--- config.mk ---
export PLATFORM = sky130hd
export DESIGN_NAME = tvr_sequencer
export DESIGN_NICKNAME = d
export VERILOG_FILES = /design/src/rtl/tvr_pkg.sv /design/src/rtl/tvr_sync.sv /design/src/rtl/tvr_sequencer.sv
export SDC_FILE = /design/constraint.sdc
export NUM_CORES = 1
export LEC_CHECK = 0
export ABC_CLOCK_PERIOD_IN_PS = 2800
export BUFFER_PORTS_ARGS = -buffer_cell sky130_fd_sc_hd__buf_2
export CORE_MARGIN = 2
export CORE_UTILIZATION = 52
export DETAILED_ROUTE_END_ITERATION = 16
export MAX_ROUTING_LAYER = met4
export PLACE_DENSITY = 0.81
export SETUP_SLACK_MARGIN = 0.2
export SYNTH_ARGS = -nofsm -noshare
export SYNTH_HDL_FRONTEND = slang
export SYNTH_SLANG_ARGS = --single-unit
export TNS_END_PERCENT = 20
--- constraint.sdc ---
create_clock -name clk_i -period 2.8 [get_ports clk_i]
set_clock_uncertainty 0.2 [all_clocks]
set_input_delay 0.14 -clock clk_i [delete_from_list [all_inputs] [get_ports clk_i]]
set_output_delay 0.14 -clock clk_i [all_outputs]
set_load 0.1 [all_outputs]
--- src/rtl/tvr_pkg.sv ---
// Shared constants and types for the tank vent recovery sequencer.
package tvr_pkg;

	// Clock rate and the overpressure dwell time.
	localparam longint CLK_HZ            = 10_000_000;
	localparam longint OVERPRESS_TIME_S  = 5 * 60;
	localparam longint OVERPRESS_CYCLES  = OVERPRESS_TIME_S * CLK_HZ;

	// Register port geometry.
	localparam int     ADDR_W            = 4;
	localparam int     DATA_W            = 32;

	// Register offsets (byte addresses).
	localparam logic [3:0] CTRL_OFS      = 4'h0;
	localparam logic [3:0] STATUS_OFS    = 4'h4;

	// Control register fields and reset value.
	localparam int     CTRL_AUTO_EN_BIT  = 0;
	localparam int     CTRL_ERR_CLR_BIT  = 1;
	localparam logic   CTRL_AUTO_EN_RST  = 1'h1;

	// Status register field positions.
	localparam int     STAT_STATE_LSB    = 0;
	localparam int     STAT_EXPIRED_BIT  = 3;
	localparam int     STAT_INLET_BIT    = 4;
	localparam int     STAT_VENT_BIT     = 5;
	localparam int     STAT_CMP_IN_BIT   = 6;
	localparam int     STAT_CMP_RUN_BIT  = 7;
	localparam int     STAT_PUMP_REQ_BIT = 8;
	localparam int     STAT_ERROR_BIT    = 9;

	// Discrete switch inputs in synchroniser order.
	localparam int     SW_COLD           = 0;
	localparam int     SW_ALARM_TWO      = 1;
	localparam int     SW_ALARM_ONE      = 2;
	localparam int     SW_START          = 3;
	localparam int     SW_STOP           = 4;
	localparam int     SW_VACUUM         = 5;
	localparam int     SW_INLET_LOW      = 6;
	localparam int     SW_ACCUM          = 7;
	localparam int     SW_LOW_LEVEL      = 8;
	localparam int     SW_MID_LEVEL      = 9;
	localparam int     SW_OVERPRESS      = 10;
	localparam int     SW_CMP_PRESS      = 11;
	localparam int     SW_COUNT          = 12;

	typedef enum logic [2:0] {
		TVR_IDLE       = 3'b000,
		TVR_RECOVER    = 3'b001,
		TVR_SELF_EVAC  = 3'b010,
		TVR_INTER_VENT = 3'b011,
		TVR_FINAL_VENT = 3'b100,
		TVR_PUMP_OUT   = 3'b101,
		TVR_ERROR      = 3'b110
	} tvr_state_e;

endpackage : tvr_pkg

--- src/rtl/tvr_sync.sv ---
// Two-stage synchroniser for a group of discrete switch inputs.
`timescale 1ns/1ns
`default_nettype none
module tvr_sync #(
	parameter int W = 1
) (
	input  wire logic         clk_i,
	input  wire logic         srst_i,
	input  wire logic [W-1:0] async_i,
	output logic      [W-1:0] sync_o
);

	logic [W-1:0] meta_reg;

	// The first stage feeds only the second stage.
	always_ff @(posedge clk_i) begin
		if (srst_i) begin
			meta_reg <= '0;
			sync_o   <= '0;
		end else begin
			meta_reg <= async_i;
			sync_o   <= meta_reg;
		end
	end

endmodule : tvr_sync
`default_nettype wire

--- src/rtl/tvr_sequencer.sv ---
// Recovery, self-evacuation and nitrogen vent sequencing for the agent recovery machine.
// How it works
// [RULE_01] Alarm-one low over five minutes: intermediate vent.
// [RULE_02] Overpressure switch opens: intermediate vent immediately.
// [RULE_03] Vent entry drops inlet valve and compressor.
// [RULE_04] Vent valve opens only once tank cold.
// [RULE_05] Alarm-one reasserts: intermediate vent ends, valve closes.
// [RULE_06] Mid level or empty source: final vent.
// [RULE_07] Alarm-two deasserts: final vent ends, valve closes.
// [RULE_08] Pump-out follows only with low level present.
// [RULE_09] Start button opens inlet valves.
// [RULE_10] Inlet pressure low: compressor inlet and compressor on.
// [RULE_11] Liquid in accumulator: close compressor inlet, keep compressor.
// [RULE_12] Inlet valve may stay open during self-evacuation.
// [RULE_13] Vent valve holds until done or unsuitable.
// [RULE_14] One output drives vent valve and lamp.
// [RULE_15] Stop switch opening leaves automatic mode.
// [RULE_16] Compressor pressure switch open: stop, flag error.
// [RULE_17] Alarm-one reassertion clears the overpressure timer.
// [RULE_18] Every switch input synchronised before use.
`timescale 1ns/1ns
`default_nettype none
module tvr_sequencer #(
	parameter logic [31:0] OVERPRESS_CYC = 32'(tvr_pkg::OVERPRESS_CYCLES)
) (
	input  wire logic                        clk_i,
	input  wire logic                        srst_i,
	input  wire logic                        tank_cold_alarm_in_i,
	input  wire logic                        tank_pressure_alarm_two_in_i,
	input  wire logic                        tank_pressure_alarm_one_in_i,
	input  wire logic                        start_button_in_i,
	input  wire logic                        stop_button_in_i,
	input  wire logic                        source_vacuum_in_i,
	input  wire logic                        inlet_pressure_low_in_i,
	input  wire logic                        accumulator_level_in_i,
	input  wire logic                        tank_low_level_in_i,
	input  wire logic                        tank_mid_level_in_i,
	input  wire logic                        tank_overpressure_in_i,
	input  wire logic                        compressor_pressure_fault_in_i,
	input  wire logic [tvr_pkg::ADDR_W-1:0]  reg_addr_i,
	input  wire logic [tvr_pkg::DATA_W-1:0]  reg_wdata_i,
	input  wire logic                        reg_we_i,
	input  wire logic                        reg_re_i,
	output logic      [tvr_pkg::DATA_W-1:0]  reg_rdata_o,
	output logic                             inlet_valve_out_o,
	output logic                             vent_valve_out_o,
	output logic                             compressor_inlet_valve_out_o,
	output logic                             compressor_run_out_o,
	output logic                             processing_o,
	output logic                             pump_out_request_o,
	output logic                             error_o
);
	import tvr_pkg::*;

	// Synchronised switch levels.
	logic [SW_COUNT-1:0] sw_raw;
	logic [SW_COUNT-1:0] sw;

	assign sw_raw[SW_COLD]      = tank_cold_alarm_in_i;
	assign sw_raw[SW_ALARM_TWO] = tank_pressure_alarm_two_in_i;
	assign sw_raw[SW_ALARM_ONE] = tank_pressure_alarm_one_in_i;
	assign sw_raw[SW_START]     = start_button_in_i;
	assign sw_raw[SW_STOP]      = stop_button_in_i;
	assign sw_raw[SW_VACUUM]    = source_vacuum_in_i;
	assign sw_raw[SW_INLET_LOW] = inlet_pressure_low_in_i;
	assign sw_raw[SW_ACCUM]     = accumulator_level_in_i;
	assign sw_raw[SW_LOW_LEVEL] = tank_low_level_in_i;
	assign sw_raw[SW_MID_LEVEL] = tank_mid_level_in_i;
	assign sw_raw[SW_OVERPRESS] = tank_overpressure_in_i;
	assign sw_raw[SW_CMP_PRESS] = compressor_pressure_fault_in_i;

	// Switch contacts bounce and arrive asynchronously, so nothing reads them raw.
	tvr_sync #(
		.W(SW_COUNT)
	) u_sync (
		.clk_i  (clk_i),
		.srst_i (srst_i),
		.async_i(sw_raw),
		.sync_o (sw)
	); // [RULE_18]

	// Named views of the synchronised switches.
	wire tank_cold      = sw[SW_COLD];
	wire alarm_two      = sw[SW_ALARM_TWO];
	wire alarm_one      = sw[SW_ALARM_ONE];
	wire start_press    = sw[SW_START];
	wire stop_open      = ~sw[SW_STOP];
	wire source_empty   = ~sw[SW_VACUUM];
	wire inlet_low      = sw[SW_INLET_LOW];
	wire accum_liquid   = ~sw[SW_ACCUM];
	wire low_level      = sw[SW_LOW_LEVEL];
	wire mid_level      = sw[SW_MID_LEVEL];
	wire overpress      = ~sw[SW_OVERPRESS];
	wire cmp_fault      = ~sw[SW_CMP_PRESS];

	// Software control.
	logic auto_en_reg;
	logic err_clr_reg;

	// Sequencer state and outputs.
	tvr_state_e  state_reg;
	tvr_state_e  state_next;
	logic [31:0] op_cnt_reg;
	logic [31:0] op_cnt_next;
	logic        inlet_next;
	logic        vent_next;
	logic        cmp_in_next;
	logic        cmp_run_next;

	// Overpressure dwell timer. It saturates one past the limit so that
	// only an interval strictly longer than the limit counts.
	wire op_expired   = op_cnt_reg > OVERPRESS_CYC;
	wire op_saturated = op_cnt_reg == OVERPRESS_CYC + 32'h1;

	always_comb begin
		if (alarm_one) begin
			op_cnt_next = 32'h0; // [RULE_17]
		end else if (op_saturated) begin
			op_cnt_next = op_cnt_reg;
		end else begin
			op_cnt_next = op_cnt_reg + 32'h1; // [RULE_01]
		end
	end

	// Vent entry conditions; the final vent outranks the intermediate one.
	wire final_req = mid_level | source_empty; // [RULE_06]
	wire inter_req = op_expired | overpress; // [RULE_01] [RULE_02]
	wire recovering = (state_reg == TVR_RECOVER) | (state_reg == TVR_SELF_EVAC);
	wire busy       = (state_reg != TVR_IDLE) & (state_reg != TVR_ERROR);

	// Next state.
	always_comb begin
		state_next = state_reg;
		case (state_reg)
			TVR_IDLE: begin
				if (start_press & ~stop_open & auto_en_reg) begin
					state_next = TVR_RECOVER; // [RULE_09]
				end
			end
			TVR_RECOVER: begin
				if (final_req) begin
					state_next = TVR_FINAL_VENT; // [RULE_06]
				end else if (inter_req) begin
					state_next = TVR_INTER_VENT; // [RULE_01] [RULE_02]
				end else if (compressor_run_out_o & accum_liquid) begin
					state_next = TVR_SELF_EVAC; // [RULE_11]
				end
			end
			TVR_SELF_EVAC: begin
				if (final_req) begin
					state_next = TVR_FINAL_VENT;
				end else if (inter_req) begin
					state_next = TVR_INTER_VENT;
				end else if (~accum_liquid) begin
					state_next = TVR_RECOVER;
				end
			end
			TVR_INTER_VENT: begin
				if (final_req) begin
					state_next = TVR_FINAL_VENT;
				end else if (alarm_one) begin
					state_next = TVR_RECOVER; // [RULE_05]
				end
			end
			TVR_FINAL_VENT: begin
				if (~alarm_two) begin
					if (low_level) begin
						state_next = TVR_PUMP_OUT; // [RULE_07] [RULE_08]
					end else if (source_empty) begin
						state_next = TVR_IDLE;
					end else begin
						state_next = TVR_RECOVER;
					end
				end
			end
			TVR_PUMP_OUT: begin
				state_next = TVR_PUMP_OUT;
			end
			TVR_ERROR: begin
				if (err_clr_reg & ~cmp_fault) begin
					state_next = TVR_IDLE;
				end
			end
			default: begin
				state_next = TVR_IDLE;
			end
		endcase
		// A fault outranks a stop and any sequencing step except the start from idle.
		if (busy & stop_open) begin
			state_next = TVR_IDLE; // [RULE_15]
		end
		if (busy & cmp_fault) begin
			state_next = TVR_ERROR; // [RULE_16]
		end
	end

	// Output levels follow the next state so every output is a flop.
	wire next_recovering = (state_next == TVR_RECOVER) | (state_next == TVR_SELF_EVAC);
	wire next_venting    = (state_next == TVR_INTER_VENT) | (state_next == TVR_FINAL_VENT);
	wire cmp_engage      = (state_next == TVR_RECOVER) & (compressor_run_out_o | inlet_low);

	always_comb begin
		// Vent states hold inlet and compressor off.
		inlet_next   = next_recovering; // [RULE_03] [RULE_09] [RULE_12]
		cmp_run_next = cmp_engage | (state_next == TVR_SELF_EVAC); // [RULE_03] [RULE_10] [RULE_11]
		cmp_in_next  = cmp_engage; // [RULE_10] [RULE_11]
		// The valve closes when the tank warms, since venting then loses agent.
		vent_next    = next_venting & tank_cold; // [RULE_04] [RULE_13]
	end

	// Status outputs follow the next state as well, so the lamps never lag the valves.
	wire processing_next = (state_next != TVR_IDLE) & (state_next != TVR_ERROR);
	wire pump_next       = state_next == TVR_PUMP_OUT;
	wire error_next      = state_next == TVR_ERROR;

	// A clear in the same cycle as a fault loses: the state stays in error.
	always_ff @(posedge clk_i) begin
		if (srst_i) begin
			state_reg  <= TVR_IDLE;
			op_cnt_reg <= 32'h0;
		end else begin
			state_reg  <= state_next;
			op_cnt_reg <= op_cnt_next;
		end
	end

	// The inlet stays open through self-evacuation so source flow keeps reaching the filters.
	always_ff @(posedge clk_i) begin
		if (srst_i) begin
			inlet_valve_out_o <= 1'h0;
		end else begin
			inlet_valve_out_o <= inlet_next;
		end
	end

	always_ff @(posedge clk_i) begin
		if (srst_i) begin
			vent_valve_out_o <= 1'h0;
		end else begin
			vent_valve_out_o <= vent_next; // [RULE_14]
		end
	end

	always_ff @(posedge clk_i) begin
		if (srst_i) begin
			compressor_inlet_valve_out_o <= 1'h0;
		end else begin
			compressor_inlet_valve_out_o <= cmp_in_next;
		end
	end

	// The compressor keeps running with its inlet shut until the accumulator is dry.
	always_ff @(posedge clk_i) begin
		if (srst_i) begin
			compressor_run_out_o <= 1'h0;
		end else begin
			compressor_run_out_o <= cmp_run_next;
		end
	end

	// Processing drives the panel lamp and is low in idle and error alike.
	always_ff @(posedge clk_i) begin
		if (srst_i) begin
			processing_o <= 1'h0;
		end else begin
			processing_o <= processing_next;
		end
	end

	// The pump-out sequence itself lies outside this block; the request holds until a stop or a compressor fault.
	always_ff @(posedge clk_i) begin
		if (srst_i) begin
			pump_out_request_o <= 1'h0;
		end else begin
			pump_out_request_o <= pump_next; // [RULE_08]
		end
	end

	// Only a clear with the fault switch closed leaves error.
	always_ff @(posedge clk_i) begin
		if (srst_i) begin
			error_o <= 1'h0;
		end else begin
			error_o <= error_next; // [RULE_16]
		end
	end

	// Register port decode.
	wire ctrl_sel   = reg_addr_i == CTRL_OFS;
	wire status_sel = reg_addr_i == STATUS_OFS;
	wire ctrl_wr    = reg_we_i & ctrl_sel;

	logic [DATA_W-1:0] ctrl_word;
	logic [DATA_W-1:0] status_word;
	logic [DATA_W-1:0] rd_mux;

	always_comb begin
		ctrl_word                    = '0;
		ctrl_word[CTRL_AUTO_EN_BIT]  = auto_en_reg;
		status_word                  = '0;
		status_word[STAT_STATE_LSB +: 3] = state_reg;
		status_word[STAT_EXPIRED_BIT]  = op_expired;
		status_word[STAT_INLET_BIT]    = inlet_valve_out_o;
		status_word[STAT_VENT_BIT]     = vent_valve_out_o;
		status_word[STAT_CMP_IN_BIT]   = compressor_inlet_valve_out_o;
		status_word[STAT_CMP_RUN_BIT]  = compressor_run_out_o;
		status_word[STAT_PUMP_REQ_BIT] = pump_out_request_o;
		status_word[STAT_ERROR_BIT]    = error_o;
	end

	assign rd_mux = ctrl_sel   ? ctrl_word :
	                status_sel ? status_word : '0;

	// Auto enable resets high so the start button works straight after power-up.
	always_ff @(posedge clk_i) begin
		if (srst_i) begin
			auto_en_reg <= CTRL_AUTO_EN_RST;
		end else if (ctrl_wr) begin
			auto_en_reg <= reg_wdata_i[CTRL_AUTO_EN_BIT];
		end
	end

	// The clear is a one-cycle pulse; bit one always reads back as zero.
	always_ff @(posedge clk_i) begin
		if (srst_i) begin
			err_clr_reg <= 1'h0;
		end else begin
			err_clr_reg <= ctrl_wr & reg_wdata_i[CTRL_ERR_CLR_BIT];
		end
	end

	// Read data stand for exactly the cycle after the read strobe.
	always_ff @(posedge clk_i) begin
		if (srst_i) begin
			reg_rdata_o <= '0;
		end else begin
			reg_rdata_o <= reg_re_i ? rd_mux : '0;
		end
	end

endmodule : tvr_sequencer
`default_nettype wire

==> qor.txt <==
Gr ovfl total: 0
Hold Path Class: in2reg
Hold Path Stages: 2
Fin cells: 498
Sequential area share after synthesis: 46.0%
Ratio of cells with drive above 1 in the final layout: 16.9%
Clock-pin slew on the worst setup and hold paths: 80 ps
Number of global-route vias before repair: 2326
Yosys warns: 0
Root buffer cell: clkbuf_8
Clk buf depth: 2
Peak supply drop: 0.405 mV
H-tree Lvls: 3
Sw Ratio: 32.5%
Num CTS Buffers: 9
Placed cell areas: 3550 um2
Layout Nets: 471
Measured slew at the worst slew-check pin: 578 ps
Cell Pwr Density: 639 nW/um2
Initial antenna violation count: 0
Fillers: 536
GRT Util Overall: 18.5%
Post-synth EDFFs: 0
Max reg flops: 32
Via density: 5.05
Comb pwr share: 19.3%
CTS tree: built
Mapped Cells: 363
Number of placed instances, taps included: 464
Synthesized area: 3390 um2
Crit path cell chain: nor4_2 -> nand4_1 -> or4_4 -> a311o_1 -> or3b_1 -> a21oi_2
IO Port Bufs: 38
Final Cycle Share: 91.4%
Crit-path leading delay family: simple AND/OR/NAND/NOR gates
Minimum clock period: 2560 ps
Via count: 2517
Worst-Skew Late Latency: 350 ps
WL final: 6010 um
# rows: 29
Die area: 7190 um2
Worst path arrival time: 2650 ps
Core area: 6310 um2
R2R depth: 6
Max-cap violations: 0
Setup WS post-layout: 240 ps
Fin area: 3930 um2
Post-place setup slack: 226 ps
Routed Antenna Nets: 0
Mapped Avg Cell Area: 9.34 um2
Commonest non-fill, non-tap cell in the layout: dfxtp_1
# DRC: 0
WS Path Type: reg2reg
Total design power: 2.51 mW
Flop pwr share: 47.8%
Max incr delay on CP: 520 ps
RSZ-0062 raised after global routing: yes
Unique cell type count in the Yosys netlist: 55
Fin. Hold Viols: 0
Commonest cells after routing, fill and taps aside: dfxtp_1, nor2_1, buf_2
Fmax: 391 MHz
DPL Wire Length: 3930 um
Top FF cell, synth: dfxtp_1
Largest net degree at the start of global routing: 35
WHS: 67.8 ps
CTS Sinks: 78
Max-slew violation count: 0
Crit path depth: 6
Routed wire per std cell: 12.1 um
IO Pins: 91
Startpoint types: flop
Sw power: 0.817 mW
Length of the first detailed-routing pass in iterations: 4
Starting DRT DRC Count: 162
Gpl congestion: 0.872
DIE HEIGHT: 84.8 um
Setup_tns: 0 ps
ANT cells: 0
Slew headroom: 61.5%
Area delta synth->final: 15.9%
Status: finished, final reports clean
Global-route wire length before repair: 10300 um
Post-CTS Setup Bufs: 0
Initial core utilization: 53.7%
Crit-path slowest cell: or4_4
Clock group share of total power: 32.9%
Number of register bits inferred by synthesis: 78
Final setup viols: 0
Fin util: 62.3%
Async S/R FF share, synth: 0%
Critical path fanouts, max: 7
Worst endpoint required time: 2890 ps
Internal Power: 1.70 mW
Chip Width: 84.8 um
Setup crit end kind: flop
CP bufs+invs: 0
Lkg Pwr: 1.64 nW
## cells by family after synthesis
kind of cell / synth area share, %
and+or+nand+nor: 29.8
DFF: 46.0
buffers and inverters: 7.05
AOI/OAI and AO/OA: 7.23
xor gates and xnor gates: 7.75
adders and majority gates: 1.11
muxes: 0.885
other: 0.111
## routing by layer
metal | global-route usage (%) | share of wire (%)
met2 | 28.3 | 47
met4 | 8.23 | 2.1
met5 | - | 0
met3 | 5.01 | 5.0
met1 | 22.8 | 46
## path summary, 6_finish.rpt
check                                  endpoint  slack (ps)                        start
setup reg to reg    vent_valve_out_o$_SDFF_PP0_         240   op_cnt_reg[3]$_SDFFE_PP0P_
hold reg to reg     vent_valve_out_o$_SDFF_PP0_         230  u_sync.sync_o[0]$_SDFF_PP0_
hold / removal    u_sync.meta_reg[5]$_SDFF_PP0_          70                       srst_i
setup / recovery    vent_valve_out_o$_SDFF_PP0_         240   op_cnt_reg[3]$_SDFFE_PP0P_
## power groups by stage
stage / Clock [mW] / Sequential, mW / Combinational (mW)
6_report: 0.826 / 1.20 / 0.486
3_3_place_gp: 0 / 1.22 / 0.457
5_1_grt: 0.889 / 1.21 / 0.515
3_5_place_dp: 0 / 1.22 / 0.465
4_1_cts: 0.842 / 1.20 / 0.483
2_1_floorplan: 0 / 1.30 / 0.351
## cells in the mapped netlist (10+ instances only)
master / instances / share of area, %
a21oi_1: 12 / 1.8
and2_1: 10 / 1.8
buf_4: 22 / 4.9
clkbuf_1: 12 / 1.3
dfxtp_1: 78 / 46
nand2_1: 18 / 2.0
nand3_1: 16 / 2.4
nor2_1: 38 / 4.2
nor2b_1: 26 / 4.8
xor2_1: 23 / 5.9
## layout make-up
class	count	area, um2	area share [%]
Multi-Input combinational cell	265	1680	42.6
Sequential cell	78	1560	39.8
Timing Repair Buffer	57	378	9.61
Clock buffer	10	128	3.25
Tap cell	77	96.3	2.45
Clock inverter	6	71.3	1.81
Inverter	5	18.8	0.477
## what timing repair did
| action | CTS | global route |
|---|---|---|
| setup endpoints to repair | 0 | 7 |
| gates resized for setup | 0 | 1 |
| endpoints found under the hold margin | 15 | 0 |
| hold buffers | 18 | 0 |
No activity file was read; power rests on OpenSTA's default activity.
